--- src/wexio_map.svh ---
`ifndef WEXIO_MAP_SVH
`define WEXIO_MAP_SVH
// Acceptance time choices in microseconds.
`define WEXIO_ACC_T0_US       100
`define WEXIO_ACC_T1_US       1000
`define WEXIO_ACC_T2_US       4000
`define WEXIO_ACC_T3_US       8000
`define WEXIO_ACC_T4_US       16000
`define WEXIO_ACC_DEFAULT     3'h4
`define WEXIO_PULSE_MS        40
`define WEXIO_CHARGE_MAX_S    60
`define WEXIO_CLK_MHZ         250
`define WEXIO_BEAMS           6
`define WEXIO_TSU             5
`define WEXIO_SCHED_BITS      5
`endif

--- src/wexio_pkg.sv ---
package wexio_pkg;
  typedef enum logic [3:0] {
    WEXIO_IDLE  = 4'h1,
    WEXIO_ACC   = 4'h2,
    WEXIO_FIRE  = 4'h4,
    WEXIO_PULSE = 4'h8
  } wexio_state_t;
endpackage : wexio_pkg

--- src/wexio_filter.sv ---
`timescale 1ns/1ps
`include "wexio_map.svh"
// Stability filter: the output follows the input only after the input held
// one value for the selected number of cycles.
module wexio_filter #(
  parameter int W = 1
) (
  input  wire logic         mclk,
  input  wire logic         rst,
  input  wire logic [W-1:0] din,
  input  wire logic [31:0]  hold_cycles,
  output logic      [W-1:0] dout
);
  typedef struct packed {
    logic [W-1:0] last;
    logic [31:0]  cnt;
    logic [W-1:0] out;
  } wexio_flt_t;
  wexio_flt_t s_reg;
  wexio_flt_t s_next;

  always_comb begin
    s_next = s_reg;
    if (din != s_reg.last) begin
      s_next.last = din;
      s_next.cnt  = 32'h0;
    end else if (s_reg.cnt + 32'h1 >= hold_cycles) begin
      s_next.out = din;
    end else begin
      s_next.cnt = s_reg.cnt + 32'h1;
    end
  end

  always_ff @(posedge mclk) begin
    if (rst) begin
      s_reg <= '0;
    end else begin
      s_reg <= s_next;
    end
  end

  assign dout = s_reg.out;

  chk_filter_needs_stable: assert property (@(posedge mclk) disable iff (rst)
    $changed(s_reg.out) |-> $past(din) == s_reg.out) else $error("filter output moved unheld");
endmodule : wexio_filter

--- src/wexio_top.sv ---
`timescale 1ns/1ps
`include "wexio_map.svh"
// Contact inputs are active high meaning closed; contact outputs high meaning closed.
module wexio_top #(
  parameter int PULSE_CYC = `WEXIO_PULSE_MS * 1000 * `WEXIO_CLK_MHZ,
  parameter int ACC_T0    = `WEXIO_ACC_T0_US * `WEXIO_CLK_MHZ,
  parameter int ACC_T1    = `WEXIO_ACC_T1_US * `WEXIO_CLK_MHZ,
  parameter int ACC_T2    = `WEXIO_ACC_T2_US * `WEXIO_CLK_MHZ,
  parameter int ACC_T3    = `WEXIO_ACC_T3_US * `WEXIO_CLK_MHZ,
  parameter int ACC_T4    = `WEXIO_ACC_T4_US * `WEXIO_CLK_MHZ
) (
  input  wire logic                           mclk,
  input  wire logic                           rst,
  input  wire logic                           keyswitch_on,
  input  wire logic                           ctrl_switch_in,
  input  wire logic                           hv_in,
  input  wire logic [`WEXIO_BEAMS-1:0]        beam_sel_in,
  input  wire logic [`WEXIO_TSU-1:0]          tsu_in,
  input  wire logic                           res_shutter_in,
  input  wire logic [`WEXIO_SCHED_BITS-1:0]   sched_in,
  input  wire logic                           start_in,
  input  wire logic                           guide_in,
  input  wire logic                           estop_loop_in,
  input  wire logic                           interlock_loop_in,
  input  wire logic [2:0]                     sched_acc_sel,
  input  wire logic [2:0]                     start_acc_sel,
  input  wire logic                           cap_charged,
  input  wire logic                           res_shutter_open_fb,
  input  wire logic [`WEXIO_BEAMS-1:0]        branch_open_fb,
  input  wire logic [`WEXIO_TSU-1:0]          tsu_active_fb,
  input  wire logic                           shot_done,
  input  wire logic                           energy_ok,
  output logic                                ext_acceptable_out,
  output logic                                ready_out,
  output logic                                hv_on_out,
  output logic                                end_out,
  output logic                                mon_normal_out,
  output logic                                mon_trouble_out,
  output logic                                estop_out,
  output logic                                res_shutter_stat_out,
  output logic [`WEXIO_BEAMS-1:0]             branch_stat_out,
  output logic [`WEXIO_TSU-1:0]               tsu_stat_out,
  output logic                                hv_charge_cmd,
  output logic                                res_shutter_cmd,
  output logic                                flashlamp_cmd,
  output logic [`WEXIO_BEAMS-1:0]             branch_open_cmd,
  output logic [`WEXIO_BEAMS-1:0]             shutter_lamp_out,
  output logic [`WEXIO_TSU-1:0]               tsu_cmd,
  output logic                                guide_cmd,
  output logic                                fire_out,
  output logic [`WEXIO_SCHED_BITS-1:0]        sched_latched
);
  localparam int NIN = 1 + 1 + `WEXIO_BEAMS + `WEXIO_TSU + 1 + 1 + 1 + 1 + 1 + 1;

  function automatic logic [31:0] acc_cycles(input logic [2:0] sel);
    case (sel)
      3'h0:    acc_cycles = 32'(ACC_T0);
      3'h1:    acc_cycles = 32'(ACC_T1);
      3'h2:    acc_cycles = 32'(ACC_T2);
      3'h3:    acc_cycles = 32'(ACC_T3);
      default: acc_cycles = 32'(ACC_T4);
    endcase
  endfunction : acc_cycles

  // Pin synchronisers; stage one feeds stage two only.
  logic [NIN-1:0] pin_raw;
  logic [NIN-1:0] sync1_reg;
  logic [NIN-1:0] sync2_reg;
  assign pin_raw = {keyswitch_on, ctrl_switch_in, beam_sel_in, tsu_in, hv_in,
                    res_shutter_in, start_in, guide_in, estop_loop_in,
                    interlock_loop_in};
  always_ff @(posedge mclk) begin
    if (rst) begin
      sync1_reg <= '0;
      sync2_reg <= '0;
    end else begin
      sync1_reg <= pin_raw;
      sync2_reg <= sync1_reg;
    end
  end

  logic                          key_s;
  logic                          ctrl_s;
  logic [`WEXIO_BEAMS-1:0]       beam_s;
  logic [`WEXIO_TSU-1:0]         tsu_s;
  logic                          hv_s;
  logic                          res_s;
  logic                          start_s;
  logic                          guide_s;
  logic                          estop_loop_s;
  logic                          ilk_s;
  assign {key_s, ctrl_s, beam_s, tsu_s, hv_s, res_s, start_s, guide_s, estop_loop_s,
          ilk_s} = sync2_reg;

  // Schedule code is sampled as a word so a half-changed code never latches.
  logic [`WEXIO_SCHED_BITS-1:0] sch1_reg;
  logic [`WEXIO_SCHED_BITS-1:0] sch2_reg;
  always_ff @(posedge mclk) begin
    if (rst) begin
      sch1_reg <= '0;
      sch2_reg <= '0;
    end else begin
      sch1_reg <= sched_in;
      sch2_reg <= sch1_reg;
    end
  end

  logic [`WEXIO_SCHED_BITS-1:0] sched_filt;
  logic                         start_filt;
  wexio_filter #(.W(`WEXIO_SCHED_BITS)) u_sched_flt (
    .mclk        (mclk),
    .rst         (rst),
    .din         (sch2_reg),
    .hold_cycles (acc_cycles(sched_acc_sel)),
    .dout        (sched_filt)
  );
  wexio_filter #(.W(1)) u_start_flt (
    .mclk        (mclk),
    .rst         (rst),
    .din         (start_s),
    .hold_cycles (acc_cycles(start_acc_sel)),
    .dout        (start_filt)
  );

  typedef struct packed {
    wexio_pkg::wexio_state_t         st;
    logic [31:0]                     cnt;
    logic                            mon_ok;
    logic [`WEXIO_SCHED_BITS-1:0]    sched;
    logic                            start_prev;
  } wexio_top_t;
  wexio_top_t s_reg;
  wexio_top_t s_next;

  logic stopped;
  logic ext_ok;
  logic lase_ok;
  assign stopped = !estop_loop_s || !key_s;
  assign ext_ok  = ctrl_s && !stopped;
  assign lase_ok = ext_ok && ilk_s && hv_s && cap_charged;

  always_comb begin
    s_next = s_reg;
    s_next.start_prev = start_filt;
    if (ext_ok) begin
      s_next.sched = sched_filt;
    end
    case (s_reg.st)
      wexio_pkg::WEXIO_IDLE: begin
        // Only a fresh accepted edge fires, so a held start gives one shot.
        if (start_filt && !s_reg.start_prev && lase_ok && res_s) begin
          s_next.st = wexio_pkg::WEXIO_FIRE;
        end
      end
      wexio_pkg::WEXIO_FIRE: begin
        if (shot_done) begin
          s_next.st     = wexio_pkg::WEXIO_PULSE;
          s_next.cnt    = 32'(PULSE_CYC);
          s_next.mon_ok = energy_ok;
        end else if (!lase_ok) begin
          s_next.st = wexio_pkg::WEXIO_IDLE;
        end
      end
      wexio_pkg::WEXIO_PULSE: begin
        if (s_reg.cnt <= 32'h1) begin
          s_next.st  = wexio_pkg::WEXIO_IDLE;
          s_next.cnt = 32'h0;
        end else begin
          s_next.cnt = s_reg.cnt - 32'h1;
        end
      end
      default: s_next.st = wexio_pkg::WEXIO_IDLE;
    endcase
  end

  always_ff @(posedge mclk) begin
    if (rst) begin
      s_reg    <= '0;
      s_reg.st <= wexio_pkg::WEXIO_IDLE;
    end else begin
      s_reg <= s_next;
    end
  end

  // Outputs: commands are honoured only in external control; estop_out and the status outputs always follow their inputs.
  assign ext_acceptable_out   = ext_ok;
  assign hv_charge_cmd        = ext_ok && hv_s;
  assign hv_on_out            = hv_charge_cmd;
  assign ready_out            = hv_charge_cmd && cap_charged;
  assign branch_open_cmd      = (ext_ok && ilk_s) ? beam_s : '0;
  assign shutter_lamp_out     = branch_open_cmd;
  assign res_shutter_cmd      = ext_ok && ilk_s && res_s;
  assign flashlamp_cmd        = res_shutter_cmd;
  assign guide_cmd            = ext_ok && ilk_s && guide_s;
  assign tsu_cmd              = (ext_ok && ilk_s) ? tsu_s : '0;
  // Gated by the permit so a stop or an open interlock cuts the beam in the same cycle,
  // not one cycle later when the state machine has fallen back to idle.
  assign fire_out             = (s_reg.st == wexio_pkg::WEXIO_FIRE) && lase_ok;
  assign end_out              = s_reg.st == wexio_pkg::WEXIO_PULSE;
  assign mon_normal_out       = end_out && s_reg.mon_ok;
  assign mon_trouble_out      = end_out && !s_reg.mon_ok;
  assign estop_out            = estop_loop_s;
  assign res_shutter_stat_out = res_shutter_open_fb;
  assign branch_stat_out      = branch_open_fb;
  assign tsu_stat_out         = tsu_active_fb;
  assign sched_latched        = s_reg.sched;

  chk_estop_blocks_all: assert property (@(posedge mclk) disable iff (rst)
    !estop_loop_s |-> !ext_acceptable_out && !res_shutter_cmd && !fire_out)
    else $error("stop loop open but laser active");
  chk_ilk_closes_shut: assert property (@(posedge mclk) disable iff (rst)
    !ilk_s |-> branch_open_cmd == '0 && !res_shutter_cmd && !guide_cmd && !fire_out)
    else $error("interlock open but shutters driven");
  chk_ready_needs_hv: assert property (@(posedge mclk) disable iff (rst)
    ready_out |-> hv_s && cap_charged && ext_ok) else $error("ready without charge");
  chk_end_pulse_len: assert property (@(posedge mclk) disable iff (rst)
    $rose(end_out) |-> s_reg.cnt == 32'(PULSE_CYC)) else $error("end pulse length wrong");
  chk_mon_exclusive: assert property (@(posedge mclk) disable iff (rst)
    $rose(end_out) |-> mon_normal_out != mon_trouble_out) else $error("monitor pulse wrong");
  chk_fire_needs_start: assert property (@(posedge mclk) disable iff (rst)
    $rose(fire_out) |-> $past(start_filt)) else $error("fired without accepted start");
  chk_beam_follow: assert property (@(posedge mclk) disable iff (rst)
    ext_ok && ilk_s |-> shutter_lamp_out == beam_s) else $error("beam not followed");
  chk_ignore_inputs: assert property (@(posedge mclk) disable iff (rst)
    !ext_acceptable_out |-> !hv_charge_cmd && tsu_cmd == '0) else $error("input honoured");
endmodule : wexio_top

--- config.mk ---
export PLATFORM = sky130hd
export DESIGN_NAME = wexio_top
export DESIGN_NICKNAME = d
export VERILOG_FILES = /design/src/wexio_pkg.sv /design/src/wexio_filter.sv /design/src/wexio_top.sv
export VERILOG_INCLUDE_DIRS = /design/src /design/src/src
export SDC_FILE = /design/constraint.sdc
export NUM_CORES = 1
export LEC_CHECK = 0
export BUFFER_PORTS_ARGS = -buffer_cell sky130_fd_sc_hd__buf_2
export CORE_MARGIN = 3
export CORE_UTILIZATION = 65
export CTS_BUF_LIST = sky130_fd_sc_hd__clkbuf_8
export CTS_CLUSTER_DIAMETER = 100
export DETAILED_ROUTE_END_ITERATION = 10
export PLACE_DENSITY = 0.95
export SYNTH_ARGS = -nofsm -noshare
export SYNTH_HDL_FRONTEND = slang
export SYNTH_SLANG_ARGS = --single-unit
--- constraint.sdc ---
create_clock -name mclk -period 8.39 [get_ports mclk]
set_clock_uncertainty 0.05 [all_clocks]
set_input_delay 0.4195 -clock mclk [delete_from_list [all_inputs] [get_ports mclk]]
set_output_delay 0.4195 -clock mclk [all_outputs]
set_load 0.05 [all_outputs]
[Word level (Yosys, flattened, before mapping)]
Index checks and enable logic that the tools add are counted.
Word-level totals
  register bits after elaboration: 167
  output and inout port bits: 46
Operators by class
  add/sub/neg operators: 3
  multiplexer cells: 12
  reduce and logical (&&, ||, !) cells: 30
  bitwise gates (word level): 2
  equality and inequality tests: 15
  $lt $le $gt $ge: 3
Operators by type and width (number)
  one-hot mux 22 bit (4 select lines): 2
  adder 32 x 1 -> 32 bit, second input constant: 2
  greater-or-equal comparator 32 x 22 -> 1 bit: 2
  one-hot mux 32 bit (2 select lines): 1
  two-way mux 33 bit: 1
  less-or-equal comparator 32 x 1 -> 1 bit, second input constant: 1
  two-way mux 32 bit: 1
  subtractor 32 x 1 -> 32 bit, second input constant: 1
  two-way mux 4 bit: 4
  logical AND 1 bit: 14
  == test 3 x 2 -> 1 bit, second input constant: 4
  one-hot mux 4 bit (3 select lines): 1
  AND reduction 2 bit: 4
  == test 3 x 1 -> 1 bit, second input constant: 2
  zero test 3 bit: 2
  two-way mux 6 bit: 1
  zero test 1 bit: 5
  two-way mux 5 bit: 1
  inequality test 5 bit: 1
  == test 4 x 1 -> 1 bit, second input constant: 1
  == test 4 x 3 -> 1 bit, second input constant: 1
  == test 4 bit, second input constant: 1
  inequality test 2 bit, second input constant: 2
  OR reduction 2 bit: 2
  other kinds (7): 8

[Logic depth before layout (Yosys ltp)]
  word-level depth: 11
  gate-level depth with buffers: 17
  depth with buffers taken out: 14

[Hierarchy]
From an unflattened synthesis, not the netlist that was laid out.
Second synthesis, totals
  cell total of the unflattened synthesis: 1232
  area total of the unflattened synthesis: 10231.1 um^2
Modules (own cells, without submodules)
  wexio_top: area each 4050.1 um^2, instances 1, cells an instance 475
  wexio_filter (u_sched_flt): area each 3191.8 um^2, instances 1, cells an instance 392
  wexio_filter (u_start_flt): area each 2989.1 um^2, instances 1, cells an instance 365

[Least setup slack after synthesis]
Ideal clock, no wire load.
  kind: reg2reg
  start point: register u_sched_flt.s_reg[7] (netlist bit)
  end point: register u_sched_flt.s_reg[19] (netlist bit)
  setup time: 134 ps
  setup slack: 4578 ps
  period minus slack after synthesis: 3812 ps
  cell stages (with the launch flop): 15
  arrival time: 3627 ps
  cells stage by stage: dfxtp_1 -> nand3_2 -> nor4_1 -> and3_1 -> xor2_1 -> ha_1 -> a21o_1 -> a21o_1 -> a211o_1 -> a2111oi_2 -> nand4_1 -> buf_2 -> buf_1 -> o311ai_0 -> o31ai_1
Between the ends
  cells in the longest elaborated chain, start to end: 2
RTL lines
  start: declaration: RTL line wexio_filter.sv:19  | wexio_flt_t s_reg;
  start signal: assignment: RTL line wexio_filter.sv:38  | s_reg <= s_next;
  adder 32 x 1 -> 32 bit *: RTL line wexio_filter.sv:27, wexio_filter.sv:30
  greater-or-equal comparator 32 x 22 -> 1 bit: RTL line wexio_filter.sv:27  | end else if (s_reg.cnt + 32'h1 >= hold_cycles) begin
Every way passes the cells marked *; elsewhere a longest branch is shown, timed or not.
A chain may end at the register's enable or synchronous reset.

[Worst setup path in the final report]
  start point: register u_sched_flt.s_reg[7] (netlist bit)
  end point: register u_sched_flt.s_reg[11] (netlist bit)
The elaborated chain is that of the path after synthesis.

==> results.md <==
* Buf/Inv on CP at 1
* Drt total wl at 20100 um
* Power Total at 1.45 mW
* Clock buffer depth at 2
* P&R area growth vs syn at 6.93%
* Crit path max fanout at 25
* Worst setup EP type: flip-flop
* Post-CTS sizing at 0
* Clk slew on worst S/H paths at 0.09 ns
* Post-synth top area cell: dfxtp_1
* Max Freq at 206 MHz
* WP data required at 8.71 ns
* Sink Count at 166
* Layout cells sized above 1 at 11.9%
* YS warnings at 0
* CTS tree: yes
* Row count at 42
* CTS root buf: clkbuf_8
* Placed cell area at 0.00907 mm^2
* Port Buf Inserts at 68
* GRT Util Overall at 26.9%
* Router iterations before antenna repair at 6
* Critical path's largest stage delay at 0.69 ns
* CP Depth at 13
* Synth Register Bits at 166
* Hold-fix buffers, CTS at 0
* Initial Util at 66.6%
* Nets at 1147
* Initial antenna violation count at 0
* Syn Inst Count at 1041
* Least-Margin Pin Slew at 1.12 ns
* RSZ-0062 raised after global routing: no
* Syn nets at 1130
* Fin Setup TNS at 0 ns
* Status: completed
* Worst R2R Setup Slack at 3.55 ns
* CP arrival at 5.17 ns
* Critical path's most frequent cell: a21o_1
* Worst r2r src: u_sched_flt.s_reg[7]
* Synth Cell Area at 0.00885 mm^2
* Most common cell in the netlist: dfxtp_1
* Pleak at 3.89 nW
* Die Span Y at 123 um
* Asr flop ratio synth at 0%
* I/O pin cnt at 93
* Die span in x at 123 um
* DR vias at 7853
* Vias per std cell at 6.30
* CP endpoint: u_sched_flt.s_reg[11]
* Critical path class: reg -> reg
* Clock Latency Late Sink at 0.46 ns
* Netlist cell types at 62
* Post-route cell area at 0.00946 mm^2
* Max cap viols at 0
* Delay-heaviest family, CP: simple AND/OR/NAND/NOR gates
* Total CTS buffers at 17
* Worst r2r dst: u_sched_flt.s_reg[11]
* Synth area leaders: dfxtp_1, ha_1, nor2b_1, a21oi_1, o31ai_1
* DRT iter0 DRCs at 630
* Critical-path top delay cell: nor4_1
* Area fraction of the dominant cell type after synthesis at 37.5%
* DP Wirelength at 13500 um
* Final setup viols at 0
* Critical path launch point: u_sched_flt.s_reg[7]
* Max rail drop VDD at 0.156 mV
* P per Cell Area at 153 mW/mm^2
* Slew headroom at 25.3%
* Die area at 0.0151 mm^2
* Post-CTS Setup Bufs at 0
* Crit path time final at 4.84 ns
* Final period utilization at 57.7%
* Slew Viols, Final at 0
* Wire per inst at 16.1 um
* Core Util, Final at 71.2%
* Number of synthesized flops with an enable pin at 0
* Core Region at 0.0133 mm^2
* Remaining antenna violation count at 0
* GR Overflow Total at 0
* Global-route wire length before repair at 33200 um
* CP Cell Sequence: nand3_2 -> nor4_1 -> and3_1 -> xor2_1 -> ha_1 -> a21o_1 -> a21o_1 -> a211o_1 -> a2111oi_2 -> nand4_1 -> buf_4 -> or4_1 -> a21oi_1
* Sequential cell area fraction in the yosys report at 37.5%
* Hold Crit Class: in -> reg
* Drt drc at 0
* Most frequent cells after synthesis: dfxtp_1, a21oi_1, nand2_1, nor2b_1, nor2_1
* H-Tree Depth at 4
* Pin count of the biggest net entering global routing at 101
* Vias in the first global route at 7094
* GP Congestion at 0.916
* Syn_area_per_cell at 8.50 um^2
* Main synth FF type: dfxtp_1
* Cells on worst reg2reg path at 13
* Crit start category: flip-flop
* Final hold vios at 0
* Diodes inserted at 0
## logic make-up after synthesis
| logic type | count (synthesis) | share of synthesized area, % |
|---|---|---|
| flip-flops | 166 | 37.5 |
| multiplexers | 15 | 1.78 |
| AO/OA/AOI/OAI | 215 | 15.8 |
| AND/OR/NAND/NOR | 458 | 28.9 |
| adder cells (fa/ha/maj) | 42 | 5.94 |
| XOR/XNOR | 48 | 4.75 |
| buffers and inverters | 97 | 5.34 |
## report_power, final
part           leakage [nW]  total, mW  internal, mW  switching, mW
registers              1.35      0.809         0.801        0.00747
clock network         0.194      0.567         0.250          0.316
logic                  2.35     0.0713        0.0280         0.0433
total                  3.89       1.45          1.08          0.367
## worst min path at each step
| stage | from | endpoint | slack (ns) | cells past startpoint |
|---|---|---|---|---|
| 5_1_grt | beam_sel_in[0] | sync1_reg[11] | 0.1 | 2 |
| 3_5_place_dp | sync1_reg[13] | sync2_reg[13] | 0.37 | 1 |
| 6_report | beam_sel_in[0] | sync1_reg[11] | 0.10 | 2 |
| 3_3_place_gp | sync1_reg[12] | sync2_reg[12] | 0.37 | 1 |
| 2_1_floorplan | sch1_reg[0] | sch2_reg[0] | 0.36 | 1 |
| 4_1_cts | beam_sel_in[0] | sync1_reg[11] | 0.08 | 2 |
## worst register-to-register path: stages (launching register included)
cell and delay (ns):
dfxtp_1 0.42, nand3_2 0.17, nor4_1 0.69, and3_1 0.37, xor2_1 0.20, ha_1 0.27
a21o_1 0.18, a21o_1 0.17, a211o_1 0.30, a2111oi_2 0.34, nand4_1 0.52, buf_4 0.42
or4_1 0.48, a21oi_1 0.17
## metrics by stage
stage	hold slack (ns)	worst slack, ns	std cells
2_1_floorplan	0.364	4.58	1041
3_3_place_gp	0.365	3.82	1215
3_5_place_dp	0.370	3.60	1215
4_1_cts	0.0817	3.58	1247
5_1_grt	0.0986	3.20	1247
6_report	0.104	3.55	1247
## cell type report
cell class	count	area [um^2]
multi-input combinational	778	5070
fill	946	3830
sequential	166	3320
clock inverter	14	143
tap	176	220
timing repair buffer	73	380
inverter	22	82.6
clock buffer	18	248
## layout by cell type, fill, tap and decap left out, drive strengths merged, types with 27 or more instances in the layout
cell,count
a21oi,81
and3,46
buf,73
dfxtp,166
ha,42
inv,27
nand2,67
nand3,47
nor2,66
nor2b,67
nor3,27
o21ai,29
o31ai,41
or4,37
xnor2,32
## routing by layer
layer / track usage (%) / vias up / share of wire, %
met5: 0 / - / 0
met4: 9.80 / 0 / 2.0
met1: 35.0 / 3709 / 44
met2: 44.7 / 275 / 48
li1: - / 3828 / -
met3: 5.07 / 41 / 6.4
No activity file was read; power rests on OpenSTA's default activity.
